<file path="config.mk">
export PLATFORM = sky130hd
export DESIGN_NAME = bbs_seq
export DESIGN_NICKNAME = d
export VERILOG_FILES = /design/src/verilog/bbs_pkg.sv /design/src/verilog/bbs_gate_if.sv /design/src/verilog/bbs_deadtime.sv /design/src/verilog/bbs_region_sel.sv /design/src/verilog/bbs_seq.sv
export SDC_FILE = /design/constraint.sdc
export NUM_CORES = 1
export LEC_CHECK = 0
export ABC_AREA = 1
export BUFFER_PORTS_ARGS = -buffer_cell sky130_fd_sc_hd__buf_2
export CORE_ASPECT_RATIO = 0.5
export CORE_MARGIN = 5
export CORE_UTILIZATION = 63
export CTS_CLUSTER_SIZE = 24
export DETAILED_ROUTE_END_ITERATION = 10
export PLACE_DENSITY = 0.8
export SLEW_MARGIN = 0
export SYNTH_ARGS = -nofsm -noshare
export SYNTH_HDL_FRONTEND = slang
export SYNTH_SLANG_ARGS = --single-unit
</file>
<file path="constraint.sdc">
create_clock -name I_CLK -period 3.23 [get_ports I_CLK]
set_input_delay 0.1615 -clock I_CLK [delete_from_list [all_inputs] [get_ports I_CLK]]
set_output_delay 0.1615 -clock I_CLK [all_outputs]
set_load 0.005 [all_outputs]
</file>
<file path="src/verilog/bbs_pkg.sv">
package bbs_pkg;
  // operating region chosen from the input and bus voltage codes
  typedef enum logic [1:0] {
    BBS_REG_BUCK,
    BBS_REG_BUCK_TR,
    BBS_REG_BOOST_TR,
    BBS_REG_BOOST
  } bbs_region_t;

  // voltage codes are unsigned ADC-style words
  localparam int BBS_VW = 12;
  // ratio k = 1.2 expressed as 6/5
  localparam int BBS_K_NUM = 6;
  localparam int BBS_K_DEN = 5;

  localparam int BBS_CLK_MHZ = 50;
  // non-overlap dead time in ns, rounded up to cycles
  localparam int BBS_DEAD_NS = 40;
  localparam int BBS_DEAD_CYC = (BBS_DEAD_NS * BBS_CLK_MHZ + 999) / 1000;
  // fixed boost on-time and fixed buck off-time in ns, rounded down
  localparam int BBS_TON_NS = 400;
  localparam int BBS_TON_CYC = (BBS_TON_NS * BBS_CLK_MHZ) / 1000;
  localparam int BBS_TOFF_NS = 400;
  localparam int BBS_TOFF_CYC = (BBS_TOFF_NS * BBS_CLK_MHZ) / 1000;
  localparam int BBS_TW = 8;
  localparam logic [BBS_TW-1:0] BBS_TON_CNT = BBS_TW'(BBS_TON_CYC);
  localparam logic [BBS_TW-1:0] BBS_TOFF_CNT = BBS_TW'(BBS_TOFF_CYC);
  localparam logic [BBS_TW-1:0] BBS_DEAD_CNT = BBS_TW'(BBS_DEAD_CYC);

  localparam logic [4:0] BBS_SW_OFF = 5'h00;
endpackage

</file>
<file path="src/verilog/bbs_gate_if.sv">
`timescale 1ns/10ps
// commanded switch states passed to the dead-time stage
interface bbs_gate_if;
  logic buck_high_switch;
  logic buck_low_switch;
  logic boost_high_switch;
  logic boost_low_switch;
  logic reverse_block_switch;
  modport src (output buck_high_switch, buck_low_switch, boost_high_switch,
    boost_low_switch, reverse_block_switch);
  modport dst (input buck_high_switch, buck_low_switch, boost_high_switch,
    boost_low_switch, reverse_block_switch);
endinterface

</file>
<file path="src/verilog/bbs_deadtime.sv">
`timescale 1ns/10ps
module bbs_deadtime
  import bbs_pkg::*;
(
  input wire logic i_clk,
  input wire logic i_rst_b,
  bbs_gate_if.dst cmd,
  output logic [4:0] o_gate
);
  // o_gate: {reverse_block, boost_low, boost_high, buck_low, buck_high}
  logic [BBS_TW-1:0] cnt_a_r;
  logic [BBS_TW-1:0] cnt_b_r;
  logic [1:0] pa_r;
  logic [1:0] pb_r;

  // drive a pair; both off while the dead counter runs
  always_ff @(posedge i_clk) begin
    if (!i_rst_b) begin
      pa_r <= 2'h0;
      cnt_a_r <= '0;
    end else if ({cmd.buck_low_switch, cmd.buck_high_switch} != pa_r) begin
      if (pa_r != 2'h0 && cnt_a_r == '0) begin
        pa_r <= 2'h0;
        cnt_a_r <= BBS_DEAD_CNT;
      end else if (cnt_a_r > 8'h01) begin
        cnt_a_r <= cnt_a_r - 8'h01;
      end else begin
        pa_r <= {cmd.buck_low_switch, cmd.buck_high_switch};
        cnt_a_r <= '0;
      end
    end
  end

  always_ff @(posedge i_clk) begin
    if (!i_rst_b) begin
      pb_r <= 2'h0;
      cnt_b_r <= '0;
    end else if ({cmd.boost_low_switch, cmd.boost_high_switch} != pb_r) begin
      if (pb_r != 2'h0 && cnt_b_r == '0) begin
        pb_r <= 2'h0;
        cnt_b_r <= BBS_DEAD_CNT;
      end else if (cnt_b_r > 8'h01) begin
        cnt_b_r <= cnt_b_r - 8'h01;
      end else begin
        pb_r <= {cmd.boost_low_switch, cmd.boost_high_switch};
        cnt_b_r <= '0;
      end
    end
  end

  always_ff @(posedge i_clk) begin
    if (!i_rst_b) begin
      o_gate <= BBS_SW_OFF;
    end else begin
      o_gate <= {cmd.reverse_block_switch, pb_r, pa_r};
    end
  end

  property p_no_shoot;
    @(posedge i_clk) disable iff (!i_rst_b)
      !(o_gate[0] && o_gate[1]) && !(o_gate[2] && o_gate[3]);
  endproperty
  a_no_shoot: assert property (p_no_shoot) else $error("pair shoot-through");
endmodule

</file>
<file path="src/verilog/bbs_region_sel.sv">
`timescale 1ns/10ps
module bbs_region_sel
  import bbs_pkg::*;
(
  input wire logic i_clk,
  input wire logic i_rst_b,
  input wire logic [BBS_VW-1:0] i_vin,
  input wire logic [BBS_VW-1:0] i_vbus,
  output bbs_region_t o_region
);
  logic [BBS_VW+3:0] vin_k;
  logic [BBS_VW+3:0] vbus_k;
  logic [BBS_VW+3:0] vin_d;
  logic [BBS_VW+3:0] vbus_d;
  bbs_region_t region_nxt;

  // scale by small integer without losing bits
  function automatic logic [BBS_VW+3:0] bbs_scale(input logic [BBS_VW-1:0] v, input int m);
    bbs_scale = (BBS_VW+4)'(v) * (BBS_VW+4)'(m);
  endfunction

  always_comb begin
    vin_k = bbs_scale(i_vin, BBS_K_NUM);
    vin_d = bbs_scale(i_vin, BBS_K_DEN);
    vbus_k = bbs_scale(i_vbus, BBS_K_NUM);
    vbus_d = bbs_scale(i_vbus, BBS_K_DEN);
    if (vbus_d > vin_k) begin
      region_nxt = BBS_REG_BOOST;
    end else if (i_vbus > i_vin) begin
      region_nxt = BBS_REG_BOOST_TR;
    end else if (vbus_k > vin_d) begin
      region_nxt = BBS_REG_BUCK_TR;
    end else begin
      region_nxt = BBS_REG_BUCK;
    end
  end

  always_ff @(posedge i_clk) begin
    if (!i_rst_b) begin
      o_region <= BBS_REG_BUCK;
    end else begin
      o_region <= region_nxt;
    end
  end
endmodule

</file>
<file path="src/verilog/bbs_seq.sv">
`timescale 1ns/10ps
// How it works
// - fixed-frequency current mode, forced continuous conduction
// - drive five switches across both nodes
// - blocking switch stops reverse output conduction
// - buck: boost high and block on
// - buck cycle: low first, swap at valley
// - buck duty set by valley comparator
// - buck transition: buck cycle swaps at valley
// - buck transition boost cycle: fixed on-time
// - buck transition: only buck duty varies
// - boost transition: boost cycle swaps at peak
// - boost transition buck cycle: fixed off-time
// - boost transition: only boost duty varies
// - boost: low on until peak, swap
// - boost duty set by peak comparator
// - stop switching on input overvoltage
// - stop switching on any undervoltage
module bbs_seq
  import bbs_pkg::*;
(
  input wire logic I_CLK,
  input wire logic I_RST_B,
  input wire logic I_CYCLE_CLK,
  input wire logic VALLEY_CURRENT_LIMIT_HIT,
  input wire logic I_PEAK_HIT,
  input wire logic I_VIN_OV,
  input wire logic I_VIN_UV_INT,
  input wire logic I_ENABLE_UNDERVOLTAGE_INPUT,
  input wire logic [BBS_VW-1:0] I_VIN,
  input wire logic [BBS_VW-1:0] I_VBUS,
  output logic O_BUCK_HIGH_SWITCH,
  output logic O_BUCK_LOW_SWITCH,
  output logic O_BOOST_HIGH_SWITCH,
  output logic O_BOOST_LOW_SWITCH,
  output logic O_REVERSE_BLOCK_SWITCH,
  output logic O_RUNNING,
  output logic [1:0] O_REGION
);
  typedef enum logic [1:0] {
    BBS_PH_FIRST,
    BBS_PH_SECOND,
    BBS_PH_STOP
  } bbs_phase_t;

  logic clk_s1_r, clk_s2_r, clk_s3_r;
  logic val_s1_r, val_s2_r;
  logic pk_s1_r, pk_s2_r;
  logic ov_s1_r, ov_s2_r;
  logic uv_s1_r, uv_s2_r;
  logic en_s1_r, en_s2_r;
  logic cycle_start;
  logic fault;
  bbs_region_t region_live;
  bbs_region_t region_r;
  bbs_phase_t phase_r;
  logic alt_r;
  logic [BBS_TW-1:0] tmr_r;
  logic [4:0] cmd_nxt;
  logic [4:0] gate;
  bbs_gate_if gif ();

  // pins cross into I_CLK through two flops
  always_ff @(posedge I_CLK) begin
    if (!I_RST_B) begin
      {clk_s1_r, clk_s2_r, clk_s3_r} <= 3'h0;
      {val_s1_r, val_s2_r, pk_s1_r, pk_s2_r} <= 4'h0;
      {ov_s1_r, ov_s2_r, uv_s1_r, uv_s2_r} <= 4'hf;
      {en_s1_r, en_s2_r} <= 2'h0;
    end else begin
      clk_s1_r <= I_CYCLE_CLK;
      clk_s2_r <= clk_s1_r;
      clk_s3_r <= clk_s2_r;
      val_s1_r <= VALLEY_CURRENT_LIMIT_HIT;
      val_s2_r <= val_s1_r;
      pk_s1_r <= I_PEAK_HIT;
      pk_s2_r <= pk_s1_r;
      ov_s1_r <= I_VIN_OV;
      ov_s2_r <= ov_s1_r;
      uv_s1_r <= I_VIN_UV_INT;
      uv_s2_r <= uv_s1_r;
      en_s1_r <= I_ENABLE_UNDERVOLTAGE_INPUT;
      en_s2_r <= en_s1_r;
    end
  end

  assign cycle_start = clk_s2_r && !clk_s3_r;
  // either undervoltage source stops us, so the greater threshold wins
  assign fault = ov_s2_r || uv_s2_r || !en_s2_r;

  bbs_region_sel u_sel (
    .i_clk(I_CLK),
    .i_rst_b(I_RST_B),
    .i_vin(I_VIN),
    .i_vbus(I_VBUS),
    .o_region(region_live)
  );

  // region latched per cycle; alt picks buck/boost in transition regions
  always_ff @(posedge I_CLK) begin
    if (!I_RST_B) begin
      region_r <= BBS_REG_BUCK;
      alt_r <= 1'b0;
    end else if (cycle_start) begin
      region_r <= region_live;
      if (region_live != region_r) begin
        alt_r <= 1'b0;
      end else begin
        alt_r <= !alt_r;
      end
    end
  end

  // phase machine: first interval ends on comparator or timer
  always_ff @(posedge I_CLK) begin
    if (!I_RST_B) begin
      phase_r <= BBS_PH_STOP;
      tmr_r <= '0;
    end else if (fault) begin
      phase_r <= BBS_PH_STOP;
      tmr_r <= '0;
    end else if (cycle_start) begin
      phase_r <= BBS_PH_FIRST;
      // dead gap before the switch turns on is added so it conducts the full time
      if (region_live == BBS_REG_BUCK_TR && region_live == region_r && !alt_r) begin
        tmr_r <= BBS_TW'(BBS_TON_CYC + BBS_DEAD_CYC);
      end else if (region_live == BBS_REG_BOOST_TR && region_live == region_r && !alt_r) begin
        tmr_r <= BBS_TW'(BBS_TOFF_CYC + BBS_DEAD_CYC);
      end else begin
        tmr_r <= '0;
      end
    end else begin
      case (phase_r)
        BBS_PH_FIRST: begin
          if (tmr_r != '0) begin
            // fixed interval, comparators ignored
            if (tmr_r == 8'h01) begin
              phase_r <= BBS_PH_SECOND;
            end
            tmr_r <= tmr_r - 8'h01;
          end else if ((region_r == BBS_REG_BUCK || region_r == BBS_REG_BUCK_TR) && val_s2_r) begin
            phase_r <= BBS_PH_SECOND;
          end else if ((region_r == BBS_REG_BOOST || region_r == BBS_REG_BOOST_TR) && pk_s2_r) begin
            phase_r <= BBS_PH_SECOND;
          end
        end
        BBS_PH_SECOND: phase_r <= BBS_PH_SECOND;
        BBS_PH_STOP: phase_r <= BBS_PH_STOP;
        default: phase_r <= BBS_PH_STOP;
      endcase
    end
  end

  // commanded switches {m5, boost_lo, boost_hi, buck_lo, buck_hi}
  logic boost_cyc;
  always_comb begin
    boost_cyc = 1'b0;
    cmd_nxt = BBS_SW_OFF;
    case (region_r)
      BBS_REG_BUCK: boost_cyc = 1'b0;
      BBS_REG_BOOST: boost_cyc = 1'b1;
      // second cycle of a pair flips kind; alt toggled at cycle start
      BBS_REG_BUCK_TR: boost_cyc = alt_r;
      BBS_REG_BOOST_TR: boost_cyc = !alt_r;
      default: boost_cyc = 1'b0;
    endcase
    case (phase_r)
      BBS_PH_FIRST: begin
        if (region_r == BBS_REG_BUCK_TR && boost_cyc) begin
          cmd_nxt = 5'h19;
        end else if (region_r == BBS_REG_BOOST_TR && !boost_cyc) begin
          cmd_nxt = 5'h16;
        end else if (boost_cyc) begin
          cmd_nxt = 5'h19;
        end else begin
          cmd_nxt = 5'h16;
        end
      end
      BBS_PH_SECOND: begin
        cmd_nxt = 5'h15;
      end
      BBS_PH_STOP: begin
        // all off, blocking switch off holds the output
        cmd_nxt = BBS_SW_OFF;
      end
      default: cmd_nxt = BBS_SW_OFF;
    endcase
  end

  assign gif.buck_high_switch = cmd_nxt[0];
  assign gif.buck_low_switch = cmd_nxt[1];
  assign gif.boost_high_switch = cmd_nxt[2];
  assign gif.boost_low_switch = cmd_nxt[3];
  assign gif.reverse_block_switch = cmd_nxt[4];

  bbs_deadtime u_dt (
    .i_clk(I_CLK),
    .i_rst_b(I_RST_B),
    .cmd(gif.dst),
    .o_gate(gate)
  );

  always_ff @(posedge I_CLK) begin
    if (!I_RST_B) begin
      {O_REVERSE_BLOCK_SWITCH, O_BOOST_LOW_SWITCH, O_BOOST_HIGH_SWITCH} <= 3'h0;
      {O_BUCK_LOW_SWITCH, O_BUCK_HIGH_SWITCH} <= 2'h0;
      O_RUNNING <= 1'b0;
      O_REGION <= 2'h0;
    end else begin
      O_BUCK_HIGH_SWITCH <= gate[0] && !fault;
      O_BUCK_LOW_SWITCH <= gate[1] && !fault;
      O_BOOST_HIGH_SWITCH <= gate[2] && !fault;
      O_BOOST_LOW_SWITCH <= gate[3] && !fault;
      O_REVERSE_BLOCK_SWITCH <= gate[4] && !fault;
      O_RUNNING <= phase_r != BBS_PH_STOP;
      O_REGION <= region_r;
    end
  end

  property p_fault_off;
    @(posedge I_CLK) disable iff (!I_RST_B)
      fault |=> ##1 !O_BUCK_HIGH_SWITCH && !O_BOOST_LOW_SWITCH;
  endproperty
  a_fault_off: assert property (p_fault_off) else $error("switching in fault");

  property p_pair_buck;
    @(posedge I_CLK) disable iff (!I_RST_B)
      !(O_BUCK_HIGH_SWITCH && O_BUCK_LOW_SWITCH);
  endproperty
  a_pair_buck: assert property (p_pair_buck) else $error("buck pair overlap");

  property p_pair_boost;
    @(posedge I_CLK) disable iff (!I_RST_B)
      !(O_BOOST_HIGH_SWITCH && O_BOOST_LOW_SWITCH);
  endproperty
  a_pair_boost: assert property (p_pair_boost) else $error("boost pair overlap");

  property p_region_hold;
    @(posedge I_CLK) disable iff (!I_RST_B)
      !cycle_start |=> $stable(region_r);
  endproperty
  a_region_hold: assert property (p_region_hold) else $error("region moved mid-cycle");

  property p_buck_fixed;
    @(posedge I_CLK) disable iff (!I_RST_B)
      (phase_r == BBS_PH_FIRST && region_r == BBS_REG_BUCK) |-> cmd_nxt == 5'h16;
  endproperty
  a_buck_fixed: assert property (p_buck_fixed) else $error("buck first phase wrong");

  property p_boost_second;
    @(posedge I_CLK) disable iff (!I_RST_B)
      (phase_r == BBS_PH_SECOND) |-> cmd_nxt == 5'h15;
  endproperty
  a_boost_second: assert property (p_boost_second) else $error("second phase wrong");

  property p_timer_end;
    @(posedge I_CLK) disable iff (!I_RST_B || fault || cycle_start)
      (phase_r == BBS_PH_FIRST && tmr_r == 8'h01) |=> phase_r == BBS_PH_SECOND;
  endproperty
  a_timer_end: assert property (p_timer_end) else $error("fixed time missed");

  property p_stop_on_fault;
    @(posedge I_CLK) disable iff (!I_RST_B)
      fault |=> phase_r == BBS_PH_STOP;
  endproperty
  a_stop_on_fault: assert property (p_stop_on_fault) else $error("no stop");

  c_buck: cover property (@(posedge I_CLK) region_r == BBS_REG_BUCK && phase_r == BBS_PH_SECOND);
  c_btr: cover property (@(posedge I_CLK) region_r == BBS_REG_BUCK_TR && tmr_r == 8'h01);
  c_bstr: cover property (@(posedge I_CLK) region_r == BBS_REG_BOOST_TR && tmr_r == 8'h01);
  c_fault: cover property (@(posedge I_CLK) fault && O_RUNNING);
endmodule
</file>
==> flow_summary.yaml <==
cts:
  cts_setup_buffers: 0
  cts_tree: "yes"
  cts_buffers: 9
  cts_max_level: 3
  clock_latency_ps: 320
  clk_pin_slew_ps: 50
  cts_resized: 0
  clk_path_buf_depth: 2
  postCtsHoldBufs: 0
  cts-root-buf: "clkbuf_16"
  cts.sinks: 61
floorplan:
  ios: 40
  rows: 25
  initial_core_util_pct: 64.3
  dieArea_mm2: 0.0118
  chipWidth_um: 149
  die_y_um: 79.3
  core_area_mm2: 0.00942
power_and_ir_drop:
  p_int_w: 0.00184
  p_sw_share_pct: 31.8
  switchingPower_w: 0.000858
  pwr-share-clk_pct: 37.9
  peakVddDrop_v: 0.000226
  combPwrFrac_pct: 33.1
  p_leak_nw: 3.49
  p_seq_share_pct: 29.0
  power.density_mw_per_mm2: 402
timing:
  final-setup-viol-count: 0
  fmax_ghz: 0.363
  hold_viol: 0
  worst_pin_slew_ps: 676
  period_share_pct: 85.2
  rsz0062_at_grt: "no"
  finClkSkew_ps: 7.82
  slew_headroom_pct: 54.9
  fin_setup_tns_ps: 0
  drv_slew: 0
  post-route-min-period_ps: 2750
setup_path:
  ff2ff_setup_slack_ps: 1610
  critPathLaunchType: "primary input"
  end_kind: "flip-flop"
  r2r-end: "u_dt.cnt_a_r[0]"
  cp_cell_sequence: "buf_2, ha_1, ha_1, inv_1, fa_1, nor3_1, nor2_1, nor2_1, nand2_1, nand3_1, nand2_1, ha_1, nand2_1, nor3_1, nand3_1, nand2_1, a21oi_1"
  worst-path-max-fanout: 6
  required_ps: 3400
  crit_top_cell: "nand2_1"
  r2r_cells: 9
  worst_path_largest_cell_delay_ps: 430
  arrival_ps: 2920
  r2r-start: "region_r[0]"
  crit_type: "in -> reg"
  crit_path_top_delay_cell: "fa_1"
detailed_routing:
  wirelength_um: 13800
  vias_per_cell: 5.41
  final_antenna_net_count: 0
  drc: 0
  wl_per_cell_um: 13.2
  num_vias: 5684
  drt-pass1-iter-count: 6
  drt-initial-drc-count: 286
grt:
  grt-ovfl-total: 0
  grt_max_degree: 26
  first_global_vias: 5415
  grt_antenna_before_repair: 0
  grt_use_total_pct: 24.7
  grt_pass1_wl_um: 24300
place:
  dp.cells: 1035
  dpl.hpwl_um: 10900
  gp_congestion: 0.887
  place_area_mm2: 0.00637
  port_buffers: 39
finish:
  final_util_pct: 71.2
  area_growth_pct: 10.6
  post_route_cells_drive_above_1_share_pct: 9.06
  fillers: 791
  final_cell_mix: "nand2_1, inv_1, ha_1"
  nNetsFinal: 1059
  ff_latch_area_mm2: 0.00122
  n_antenna_cell: 0
  layout.cells.non_filler: 1051
  multi_input_area_mm2: 0.00435
  final_common_cell: "nand2_1"
  final_area_mm2: 0.00670
synth:
  syn_inst: 869
  yosysTopAreaCell: "ha_1"
  avgSynthCellArea_um2: 6.97
  synth_seq_area_share_pct: 20.2
  yosys_register_bits: 61
  ys_dominant_reg_cell: "dfxtp_1"
  synth.top_cell.area_share_pct: 23.1
  syn_area_mm2: 0.00606
  synth.distinct_cells: 44
  synth-edff-count: 0
  yosysWarnings: 0
  async_flop_share_pct: 0
  synth.area.top_cells: "ha_1, dfxtp_1, nand2_1"
  syn_nets: 1017
worst_hold_path:
  min_to: "ov_s1_r"
  hold_class: "in -> reg"
  holdPathStages: 2
  min_from: "I_VIN_OV"
outcome:
  status: "completed"
flow_run:
  drv_cap: 0
## critical path, delay by kind of cell
kind | cells | cell delay [ps]
adder cells (fa/ha/maj) | 4 | 1170
buffers and inverters | 2 | 220
AND/OR/NAND/NOR | 10 | 1270
AO/OA/AOI/OAI | 1 | 80
## metrics by stage
stage                     hold WS, ps  total power [W]  worst slack (ps)
after floorplan                   259          0.00145               675
after global placement            346          0.00165               300
after detailed placement          350          0.00167               175
after CTS                        19.9          0.00271               516
after global routing             33.0          0.00288               261
final                            26.2          0.00269               479
## flip-flops by register name, indices dropped and copies added, names as in the netlist, 5 cells and up
register and cells:
u_dt.cnt_a_r 8, tmr_r 8, u_dt.o_gate 5, u_dt.cnt_b_r 8
## cell type report
class	count	area share, %
clock inverters	4	1.05
flip-flops and latches	61	18.2
inverters	117	6.55
multi-input cells	683	64.9
well taps	135	2.52
repair buffers	39	2.91
clock buffers	12	3.83
## worst max path at each step
| stage | start | endpoint | slack [ps] | cells after the start |
|---|---|---|---|---|
| final | I_VBUS[1] | u_sel.o_region[0] | 480 | 17 |
| after global routing | I_VBUS[1] | u_sel.o_region[1] | 260 | 17 |
| after CTS | I_VBUS[1] | u_sel.o_region[0] | 520 | 17 |
| after detailed placement | I_VBUS[1] | u_sel.o_region[0] | 180 | 17 |
| after global placement | I_VBUS[1] | u_sel.o_region[0] | 300 | 17 |
| after floorplan | I_VBUS[1] | u_sel.o_region[0] | 680 | 17 |
## per-layer routing
layer  wire length (µm)  share of wire, %  up-vias  global-route usage (%)
li1                   -                 -     2959                       -
met1               6740                49     2576                    33.3
met2               6360                46      132                    43.1
met3                554               4.0       17                    1.94
met4                172               1.2        0                    6.73
met5                  0                 0        -                       0
## cell families after synthesis
logic type               Yosys count  share of synthesized area (%)
XOR/XNOR                          44                           6.80
AO/OA/AOI/OAI                    137                           12.3
adder cells (fa/ha/maj)          116                           24.5
flip-flops                        61                           20.2
multiplexers                       1                          0.165
AND/OR/NAND/NOR                  385                           28.1
buffers and inverters            125                           8.02
## synthesized netlist by cell type, types with 2 or more instances
library cell	count
dfxtp_1	61
a21oi_1	77
nand2_2	6
nand3_1	45
o21a_1	3
inv_2	3
o21ai_1	6
a21o_1	6
inv_1	114
nor4_1	3
o21bai_1	4
nand3b_1	3
o21ai_0	31
or2_2	4
nand2_1	181
xor2_1	28
nor2_4	2
clkbuf_1	5
fa_1	4
buf_6	2
ha_1	112
nor3_1	15
xnor2_1	14
nand4_1	22
nand3_2	3
nor2_1	92
nor2_2	3
o211ai_1	4
## power by group through the flow
stage	Sequential, W	Clock [W]	Combinational (W)
after floorplan	0.000794	0	0.000657
after global placement	0.000796	0	0.000851
after detailed placement	0.000797	0	0.000878
after CTS	0.000782	0.00104	0.000887
after global routing	0.000783	0.00107	0.00103
final	0.000782	0.00102	0.000892
Power figures use the tool's default switching activity.
